File: config.mk
export PLATFORM = sky130hd
export DESIGN_NAME = cgr_regbank
export DESIGN_NICKNAME = d
export VERILOG_FILES = /design/src/logic/cgr_pkg.sv /design/src/logic/cgr_regbank.sv
export VERILOG_INCLUDE_DIRS = /design/src /design/src/logic
export SDC_FILE = /design/constraint.sdc
export NUM_CORES = 2
export LEC_CHECK = 0
export BUFFER_PORTS_ARGS = -buffer_cell sky130_fd_sc_hd__buf_2
export CORE_UTILIZATION = 30
export CTS_BUF_LIST = sky130_fd_sc_hd__clkbuf_8
export CTS_CLUSTER_DIAMETER = 80
export DETAILED_ROUTE_END_ITERATION = 10
export SETUP_SLACK_MARGIN = 0.1
export SLEW_MARGIN = 30
export SYNTH_ARGS = -nofsm -noshare
export SYNTH_HDL_FRONTEND = slang
export SYNTH_SLANG_ARGS = --single-unit
File: constraint.sdc
create_clock -name I_CORE_CLK -period 91.2 [get_ports I_CORE_CLK]
set_input_delay 18.24 -clock I_CORE_CLK [delete_from_list [all_inputs] [get_ports I_CORE_CLK]]
set_output_delay 18.24 -clock I_CORE_CLK [all_outputs]
set_load 0.005 [all_outputs]
File: src/logic/cgr_regs.svh
`ifndef CGR_REGS_SVH
`define CGR_REGS_SVH

// register indices; byte address is four times the index
`define CGR_IDX_VENDOR_HI      8'h00
`define CGR_IDX_VENDOR_LO      8'h01
`define CGR_IDX_PRODUCT        8'h02
`define CGR_IDX_DIE_REV        8'h03
`define CGR_IDX_SERIAL3        8'h04
`define CGR_IDX_SERIAL2        8'h05
`define CGR_IDX_SERIAL1        8'h06
`define CGR_IDX_SERIAL0        8'h07
`define CGR_IDX_TRIM7_HI       8'h64
`define CGR_IDX_TRIM7_LO       8'h65
`define CGR_IDX_TRIM8_HI       8'h66
`define CGR_IDX_TRIM8_LO       8'h67
`define CGR_IDX_TRIM_SW_HI     8'h68
`define CGR_IDX_TRIM_SW_LO     8'h69
`define CGR_IDX_SA_CTRL2       8'h75
`define CGR_IDX_SA_CTRL3       8'h76
`define CGR_IDX_SA_CAL_WAIT    8'h77
`define CGR_IDX_SA_CAL_BW      8'h78
`define CGR_IDX_SB_CTRL2       8'h83
`define CGR_IDX_SB_CTRL3       8'h84
`define CGR_IDX_SB_CAL_WAIT    8'h85
`define CGR_IDX_SB_CAL_BW      8'h86
`define CGR_IDX_NV_SCRC        8'h87
`define CGR_IDX_NV_CNT         8'h88
`define CGR_IDX_NV_CTL         8'h89
`define CGR_IDX_NV_LCRC        8'h8a
`define CGR_IDX_MEMPTR_HI      8'h8b
`define CGR_IDX_MEMPTR_LO      8'h8c
`define CGR_IDX_NV_DAT         8'h8d
`define CGR_IDX_SH_DAT         8'h8e
`define CGR_IDX_FX_DAT         8'h8f
`define CGR_IDX_NV_UNLK        8'h90
`define CGR_IDX_COMMIT_PG      8'h91
`define CGR_IDX_XCAP_HI        8'hc7
`define CGR_IDX_XCAP_LO        8'hc8

// reset values
`define CGR_RST_TRIM7_HI       8'h02
`define CGR_RST_TRIM7_LO       8'h47
`define CGR_RST_TRIM8_HI       8'h02
`define CGR_RST_TRIM8_LO       8'h9e
`define CGR_RST_CTRL3          8'h03
`define CGR_RST_CAL_WAIT       8'h01
`define CGR_RST_NV_CTL         8'h10
`define CGR_RST_ZERO           8'h00

// writable bit masks per register
`define CGR_MSK_10B_HI         8'h03
`define CGR_MSK_CTRL2          8'h80
`define CGR_MSK_CTRL3          8'h07
`define CGR_MSK_CAL_WAIT       8'h0f
`define CGR_MSK_CAL_BW         8'h01
`define CGR_MSK_NV_CTL         8'h7d
`define CGR_MSK_MEMPTR_HI      8'h0f
`define CGR_MSK_COMMIT_PG      8'h0f
`define CGR_MSK_FULL           8'hff

`endif

File: src/logic/cgr_pkg.sv
package cgr_pkg;
	typedef enum logic [2:0] {
		CGR_LD_IDLE = 3'b001,
		CGR_LD_LOAD = 3'b010,
		CGR_LD_DONE = 3'b100
	} cgr_load_t;

	typedef enum logic [1:0] {
		CGR_RESP_OKAY   = 2'b00,
		CGR_RESP_SLVERR = 2'b10
	} cgr_resp_t;
endpackage

File: src/logic/cgr_regbank.sv
// Summary of operation
// RULE_01 - vendor code is 16 bits: high byte at index 0, low byte at index 1
// RULE_02 - read-only 8-bit product code at index 2 names the device type
// RULE_03 - read-only 8-bit die revision at index 3 names the mask revision
// RULE_04 - 32-bit serial over indices 4 to 7, index 4 most significant byte
// RULE_05 - serial bytes are always loaded from the non-volatile image
// RULE_06 - serial is factory content; no register access may change it
// RULE_07 - writes to identification registers are ignored; reads keep stored values
`timescale 1ns/1ps
`include "cgr_regs.svh"

module cgr_regbank
	import cgr_pkg::*;
#(
	parameter logic [15:0] VENDOR_CODE  = 16'h5a5a, // arbitrary value
	parameter logic [7:0]  PRODUCT_CODE = 8'ha5,    // arbitrary value
	parameter logic [7:0]  DIE_REVISION = 8'h01,    // arbitrary value
	parameter int          ADDR_W       = 12
) (
	input  wire logic              I_CORE_CLK,
	input  wire logic              I_NRST,
	input  wire logic [ADDR_W-1:0] I_AWADDR,
	input  wire logic              I_AWVALID,
	output logic                   O_AWREADY,
	input  wire logic [31:0]       I_WDATA,
	input  wire logic [3:0]        I_WSTRB,
	input  wire logic              I_WVALID,
	output logic                   O_WREADY,
	output logic [1:0]             O_BRESP,
	output logic                   O_BVALID,
	input  wire logic              I_BREADY,
	input  wire logic [ADDR_W-1:0] I_ARADDR,
	input  wire logic              I_ARVALID,
	output logic                   O_ARREADY,
	output logic [31:0]            O_RDATA,
	output logic [1:0]             O_RRESP,
	output logic                   O_RVALID,
	input  wire logic              I_RREADY,
	input  wire logic [31:0]       I_NV_SERIAL,
	input  wire logic              I_NV_VALID,
	output logic                   O_SERIAL_LOADED,
	output logic [9:0]             O_TRIM_SW,
	output logic [9:0]             O_XCAP
);

	// the unmapped-address test needs at least one bit above the 10-bit map
	if (ADDR_W < 11) begin : g_addr_chk
		$error("ADDR_W too small for the register map");
	end

	logic             rst_s1_r;
	logic             rst_n;
	logic [7:0]       regs_r [0:255];
	logic [7:0]       wmask [0:255];
	logic [7:0]       rst_val [0:255];
	logic [31:0]      serial_r;
	cgr_load_t        ld_r;
	logic             aw_hold_r;
	logic             w_hold_r;
	logic [7:0]       aw_idx_r;
	logic             aw_ok_r;
	logic [7:0]       wdat_r;
	logic             wstb_r;
	logic             do_wr;
	logic [7:0]       ar_idx;
	logic             ar_ok;
	logic [7:0]       rd_byte;

	always_ff @(posedge I_CORE_CLK or negedge I_NRST) begin
		if (!I_NRST) begin
			rst_s1_r <= 1'b0;
			rst_n    <= 1'b0;
		end else begin
			rst_s1_r <= 1'b1;
			rst_n    <= rst_s1_r;
		end
	end

	// per-index writable mask and reset value; zero mask means read-only or unmapped
	always_comb begin
		for (int i = 0; i < 256; i++) begin
			wmask[i]   = 8'h00;
			rst_val[i] = `CGR_RST_ZERO;
		end
		wmask[`CGR_IDX_TRIM7_HI]    = `CGR_MSK_10B_HI;
		rst_val[`CGR_IDX_TRIM7_HI]  = `CGR_RST_TRIM7_HI;
		wmask[`CGR_IDX_TRIM7_LO]    = `CGR_MSK_FULL;
		rst_val[`CGR_IDX_TRIM7_LO]  = `CGR_RST_TRIM7_LO;
		wmask[`CGR_IDX_TRIM8_HI]    = `CGR_MSK_10B_HI;
		rst_val[`CGR_IDX_TRIM8_HI]  = `CGR_RST_TRIM8_HI;
		wmask[`CGR_IDX_TRIM8_LO]    = `CGR_MSK_FULL;
		rst_val[`CGR_IDX_TRIM8_LO]  = `CGR_RST_TRIM8_LO;
		wmask[`CGR_IDX_TRIM_SW_HI]  = `CGR_MSK_10B_HI;
		wmask[`CGR_IDX_TRIM_SW_LO]  = `CGR_MSK_FULL;
		wmask[`CGR_IDX_SA_CTRL2]    = `CGR_MSK_CTRL2;
		wmask[`CGR_IDX_SA_CTRL3]    = `CGR_MSK_CTRL3;
		rst_val[`CGR_IDX_SA_CTRL3]  = `CGR_RST_CTRL3;
		wmask[`CGR_IDX_SA_CAL_WAIT] = `CGR_MSK_CAL_WAIT;
		rst_val[`CGR_IDX_SA_CAL_WAIT] = `CGR_RST_CAL_WAIT;
		wmask[`CGR_IDX_SA_CAL_BW]   = `CGR_MSK_CAL_BW;
		wmask[`CGR_IDX_SB_CTRL2]    = `CGR_MSK_CTRL2;
		wmask[`CGR_IDX_SB_CTRL3]    = `CGR_MSK_CTRL3;
		rst_val[`CGR_IDX_SB_CTRL3]  = `CGR_RST_CTRL3;
		wmask[`CGR_IDX_SB_CAL_WAIT] = `CGR_MSK_CAL_WAIT;
		rst_val[`CGR_IDX_SB_CAL_WAIT] = `CGR_RST_CAL_WAIT;
		wmask[`CGR_IDX_SB_CAL_BW]   = `CGR_MSK_CAL_BW;
		wmask[`CGR_IDX_NV_SCRC]     = `CGR_MSK_FULL;
		wmask[`CGR_IDX_NV_CNT]      = `CGR_MSK_FULL;
		wmask[`CGR_IDX_NV_CTL]      = `CGR_MSK_NV_CTL;
		rst_val[`CGR_IDX_NV_CTL]    = `CGR_RST_NV_CTL;
		wmask[`CGR_IDX_NV_LCRC]     = `CGR_MSK_FULL;
		wmask[`CGR_IDX_MEMPTR_HI]   = `CGR_MSK_MEMPTR_HI;
		wmask[`CGR_IDX_MEMPTR_LO]   = `CGR_MSK_FULL;
		wmask[`CGR_IDX_NV_DAT]      = `CGR_MSK_FULL;
		wmask[`CGR_IDX_SH_DAT]      = `CGR_MSK_FULL;
		wmask[`CGR_IDX_FX_DAT]      = `CGR_MSK_FULL;
		wmask[`CGR_IDX_NV_UNLK]     = `CGR_MSK_FULL;
		wmask[`CGR_IDX_COMMIT_PG]   = `CGR_MSK_COMMIT_PG;
		wmask[`CGR_IDX_XCAP_HI]     = `CGR_MSK_10B_HI;
		wmask[`CGR_IDX_XCAP_LO]     = `CGR_MSK_FULL;
	end

	// write address and data are taken independently, the write fires once both are held
	always_ff @(posedge I_CORE_CLK or negedge rst_n) begin
		if (!rst_n) begin
			aw_hold_r <= 1'b0;
			aw_idx_r  <= 8'h00;
			aw_ok_r   <= 1'b0;
		end else if (I_AWVALID && O_AWREADY) begin
			aw_hold_r <= 1'b1;
			aw_idx_r  <= I_AWADDR[9:2];
			aw_ok_r   <= (I_AWADDR[ADDR_W-1:10] == '0);
		end else if (do_wr) begin
			aw_hold_r <= 1'b0;
		end
	end

	always_ff @(posedge I_CORE_CLK or negedge rst_n) begin
		if (!rst_n) begin
			w_hold_r <= 1'b0;
			wdat_r   <= 8'h00;
			wstb_r   <= 1'b0;
		end else if (I_WVALID && O_WREADY) begin
			w_hold_r <= 1'b1;
			wdat_r   <= I_WDATA[7:0];
			wstb_r   <= I_WSTRB[0];
		end else if (do_wr) begin
			w_hold_r <= 1'b0;
		end
	end

	assign do_wr = aw_hold_r && w_hold_r && !O_BVALID;

	always_ff @(posedge I_CORE_CLK or negedge rst_n) begin
		if (!rst_n) begin
			O_AWREADY <= 1'b0;
			O_WREADY  <= 1'b0;
		end else begin
			O_AWREADY <= !aw_hold_r && !(I_AWVALID && O_AWREADY) && !O_BVALID;
			O_WREADY  <= !w_hold_r && !(I_WVALID && O_WREADY) && !O_BVALID;
		end
	end

	always_ff @(posedge I_CORE_CLK or negedge rst_n) begin
		if (!rst_n) begin
			O_BVALID <= 1'b0;
			O_BRESP  <= CGR_RESP_OKAY;
		end else if (do_wr) begin
			O_BVALID <= 1'b1;
			O_BRESP  <= aw_ok_r ? CGR_RESP_OKAY : CGR_RESP_SLVERR;
		end else if (I_BREADY) begin
			O_BVALID <= 1'b0;
		end
	end

	// writable registers; identification indices have a zero mask so writes leave them alone
	always_ff @(posedge I_CORE_CLK or negedge rst_n) begin
		if (!rst_n) begin
			for (int i = 0; i < 256; i++)
				regs_r[i] <= 8'h00;
		end else if (ld_r == CGR_LD_IDLE) begin
			for (int i = 0; i < 256; i++)
				regs_r[i] <= rst_val[i];
		end else if (do_wr && aw_ok_r && wstb_r) begin
			regs_r[aw_idx_r] <= wdat_r & wmask[aw_idx_r]; // RULE_07
		end
	end

	// serial identifier capture from the non-volatile image, once after reset
	always_ff @(posedge I_CORE_CLK or negedge rst_n) begin
		if (!rst_n) begin
			ld_r <= CGR_LD_IDLE;
		end else begin
			case (ld_r)
				CGR_LD_IDLE: ld_r <= CGR_LD_LOAD;
				CGR_LD_LOAD: if (I_NV_VALID) ld_r <= CGR_LD_DONE;
				CGR_LD_DONE: ld_r <= CGR_LD_DONE;
				default:     ld_r <= CGR_LD_IDLE;
			endcase
		end
	end

	always_ff @(posedge I_CORE_CLK or negedge rst_n) begin
		if (!rst_n) begin
			serial_r <= 32'h0000_0000;
		end else if (ld_r == CGR_LD_LOAD && I_NV_VALID) begin
			serial_r <= I_NV_SERIAL; // RULE_05 RULE_06
		end
	end

	always_ff @(posedge I_CORE_CLK or negedge rst_n) begin
		if (!rst_n)
			O_SERIAL_LOADED <= 1'b0;
		else
			O_SERIAL_LOADED <= (ld_r == CGR_LD_DONE);
	end

	always_ff @(posedge I_CORE_CLK or negedge rst_n) begin
		if (!rst_n) begin
			O_TRIM_SW <= 10'h000;
			O_XCAP    <= 10'h000;
		end else begin
			O_TRIM_SW <= {regs_r[`CGR_IDX_TRIM_SW_HI][1:0], regs_r[`CGR_IDX_TRIM_SW_LO]};
			O_XCAP    <= {regs_r[`CGR_IDX_XCAP_HI][1:0], regs_r[`CGR_IDX_XCAP_LO]};
		end
	end

	assign ar_idx = I_ARADDR[9:2];
	assign ar_ok  = (I_ARADDR[ADDR_W-1:10] == '0);

	always_comb begin
		case (ar_idx)
			`CGR_IDX_VENDOR_HI: rd_byte = VENDOR_CODE[15:8]; // RULE_01
			`CGR_IDX_VENDOR_LO: rd_byte = VENDOR_CODE[7:0];  // RULE_01
			`CGR_IDX_PRODUCT:   rd_byte = PRODUCT_CODE;      // RULE_02
			`CGR_IDX_DIE_REV:   rd_byte = DIE_REVISION;      // RULE_03
			`CGR_IDX_SERIAL3:   rd_byte = serial_r[31:24];   // RULE_04
			`CGR_IDX_SERIAL2:   rd_byte = serial_r[23:16];   // RULE_04
			`CGR_IDX_SERIAL1:   rd_byte = serial_r[15:8];    // RULE_04
			`CGR_IDX_SERIAL0:   rd_byte = serial_r[7:0];     // RULE_04
			default:            rd_byte = regs_r[ar_idx];
		endcase
	end

	always_ff @(posedge I_CORE_CLK or negedge rst_n) begin
		if (!rst_n) begin
			O_ARREADY <= 1'b0;
		end else begin
			O_ARREADY <= !O_RVALID && !(I_ARVALID && O_ARREADY);
		end
	end

	always_ff @(posedge I_CORE_CLK or negedge rst_n) begin
		if (!rst_n) begin
			O_RVALID <= 1'b0;
			O_RDATA  <= 32'h0000_0000;
			O_RRESP  <= CGR_RESP_OKAY;
		end else if (I_ARVALID && O_ARREADY) begin
			O_RVALID <= 1'b1;
			O_RDATA  <= ar_ok ? {24'h000000, rd_byte} : 32'h0000_0000;
			O_RRESP  <= ar_ok ? CGR_RESP_OKAY : CGR_RESP_SLVERR;
		end else if (I_RREADY) begin
			O_RVALID <= 1'b0;
		end
	end
endmodule

==> flow_summary.ini <==
[setup_path]
worst_ep_arrival_time_ns = 23.50
critPathLaunchType = primary input
crit_fanout = 63
critical_path_class = primary input to flip-flop
cp-end-kind = flip-flop
cp.required_ns = 92.04

[cts]
cts.path.max_buffers = 4
clk_latency_ns = 1.00
cts-root-buf = clkbuf_8
htreeDepth = 5
cts_buffers = 348
cts_sinks = 2137
tritoncts = done
ctsResizeCount = 0
cts_hold_buf = 0
cts_setup_buffers = 0
clk_pin_slew_ns = 0.07

[global_route]
grt_pass1_wl_um = 390000
use_met2 = 0.253
overflow = 0
grt_max_degree = 193
track_usage = 0.175
grt-busiest-layer = met2
use_met1 = 0.249
grtUsageMet3 = 0.0423
grt_pass1_vias = 57100
grt_antenna_before_repair = 13

[yosys]
synth.ff_latch_count = 2137
synth_cell_type_count = 81
netlist_instances = 6399
synth_top_area_frac = 0.605
synth_area_sq_um = 88300
syn_area_per_cell_sq_um = 13.8
ys.flop_type = dfrtp_1
synth-edff-count = 0
seq_area_frac_synth = 0.605
async_reset_ff_frac = 1.00
yosys-top-cells-area = dfrtp_1 (61%), and2_1 (13%), mux4_2 (13%)
synth.top_cells.by_count = dfrtp_1 (2136), and2_1 (1892), mux4_2 (522)
yosys_warnings = 0
synth_area_leader_cell = dfrtp_1
synth.most_common_cell = dfrtp_1

[detailed_routing]
ant_nets = 0
routed_via_density = 5.04
drc = 0
wl_per_cell_um = 23.8
drt_pre_antenna_iters = 5
wl_um = 259000
vias = 54700
first_iter_violations = 5382

[power_and_ir_drop]
power.total_uw = 2250
ir_drop_uv = 18.3
pwr_density_cell_nw_per_um2 = 22.4
leakage_uw = 0.0473

[placement]
gp_congestion = 0.861
io_buffers = 104
place_hpwl_um = 166000
dp.cells = 10200

[sta]
period_share = 0.248
slew_violations = 0
min_period_ns = 22.66
setup_viol = 0
max_freq_ghz = 0.0441
fin_tns_setup_ns = 0
rsz0062_at_grt = false
skew_ns = 0.136
hold_viol_final = 0
relSlewSlack = 0.309
worstMarginPinSlew_ns = 1.03

[floorplanning]
dieArea_sq_um = 297000
io_pins = 162
die_h_um = 545
num_rows = 198
die_w_um = 545
start_util = 0.303
coreArea_sq_um = 292000

[finish]
post-route-util = 0.344
drive_above_1_share = 0.202
multi_input_area_sq_um = 33200
fin_nets = 6783
seq_area_sq_um = 53500
final.fill_count = 28200
final_cell_count_no_fill = 10800
area_delta_synth_final_pct = 13.8

[status]
status = completed

[flow_run]
max_cap_viol_count = 0

[min_path]
hold_class = flip-flop to asynchronous set/reset pin
per-layer routing:
layer / vias up / routed length (um)
met5: - / 96
met4: 14 / 11000
li1: 22800 / -
met1: 29300 / 114000
met2: 2122 / 113000
met3: 515 / 20400
area by class of cell:
class,count,area share
flip-flops and latches,2137,0.532
multi-input cells,3949,0.330
clock buffers,445,0.0610
well taps,3900,0.0486
repair buffers,232,0.0177
clock inverters,163,0.00965
inverters,15,0.000610
diodes,3,0.0000747
power breakdown:
part	switching (uW)	internal, uW	leakage, uW
clock	393	458	0.00405
combinational	348	65.9	0.0136
sequential	19.1	962	0.0296
total	760	1490	0.0473
stage by stage:
step	cell area, sq um	hold WS, ns	setup slack, ns
after global routing	100000	0.372	68.32
after detailed placement	93200	0.342	67.40
after floorplan	88400	0.331	27.22
after CTS	100000	0.357	68.41
final	100000	0.355	68.54
after global placement	93100	0.338	67.44
cells in the final DEF, fill, tap and decap left out, types with 10 or more instances in the layout:
| master | count |
|---|---|
| a21oi_1 | 393 |
| nor4_1 | 10 |
| nand3_1 | 72 |
| nor3_1 | 21 |
| nand2_1 | 340 |
| nor2_1 | 102 |
| o21ai_0 | 41 |
| and2_1 | 1892 |
| and3_1 | 38 |
| a31oi_1 | 13 |
| mux2_2 | 79 |
| nand2b_1 | 18 |
| a22oi_1 | 31 |
| mux2i_1 | 98 |
| nor2b_1 | 16 |
| o211ai_1 | 13 |
| clkbuf_8 | 445 |
| buf_2 | 100 |
| inv_1 | 113 |
| conb_1 | 27 |
| dfrtp_1 | 2135 |
| buf_4 | 101 |
| nor3_2 | 16 |
| mux4_1 | 22 |
| mux4_2 | 522 |
| o22ai_1 | 13 |
| clkinv_2 | 35 |
| buf_6 | 14 |
| a221oi_1 | 10 |
final timing paths:
path                            cells after the start      endpoint  slack (ns)         from
max in group asynchronous                           1         rst_n       74.02       I_NRST
worst min-delay path                                0  regs_r[1460]        0.36        rst_n
worst min register to register                      0  regs_r[1460]        0.36        rst_n
min in group I_CORE_CLK                             0         rst_n        0.36     rst_s1_r
worst max-delay path                               11    O_RDATA[6]       68.54  I_ARADDR[3]
worst max register to register                      7    regs_r[85]       86.45        rst_n
critical path, cell delays in order:
cell	delay, ns
buf_8	0.51
buf_4	0.73
buf_4	0.57
buf_4	0.71
mux4_2	0.46
a22o_1	0.20
a221oi_1	0.46
nor3_1	0.10
o41ai_1	0.81
and3_1	0.43
o41ai_1	0.11
cell families after synthesis:
family          count (synthesis)  share of synthesized area
simple gates                 2585                      0.170
flops                        2137                      0.605
mux                           721                      0.161
compound gates                616                     0.0411
buf+inv                       338                     0.0225
other cells                     2                  0.0000850
registers in the layout (all words and copies together), names as in the netlist, 3 cells and up:
name       flops
regs_r      2044
serial_r      32
O_TRIM_SW     10
O_XCAP        10
O_RDATA        8
aw_idx_r       8
wdat_r         8
ld_r           3
Note: power is estimated with default switching activity, not from simulation.
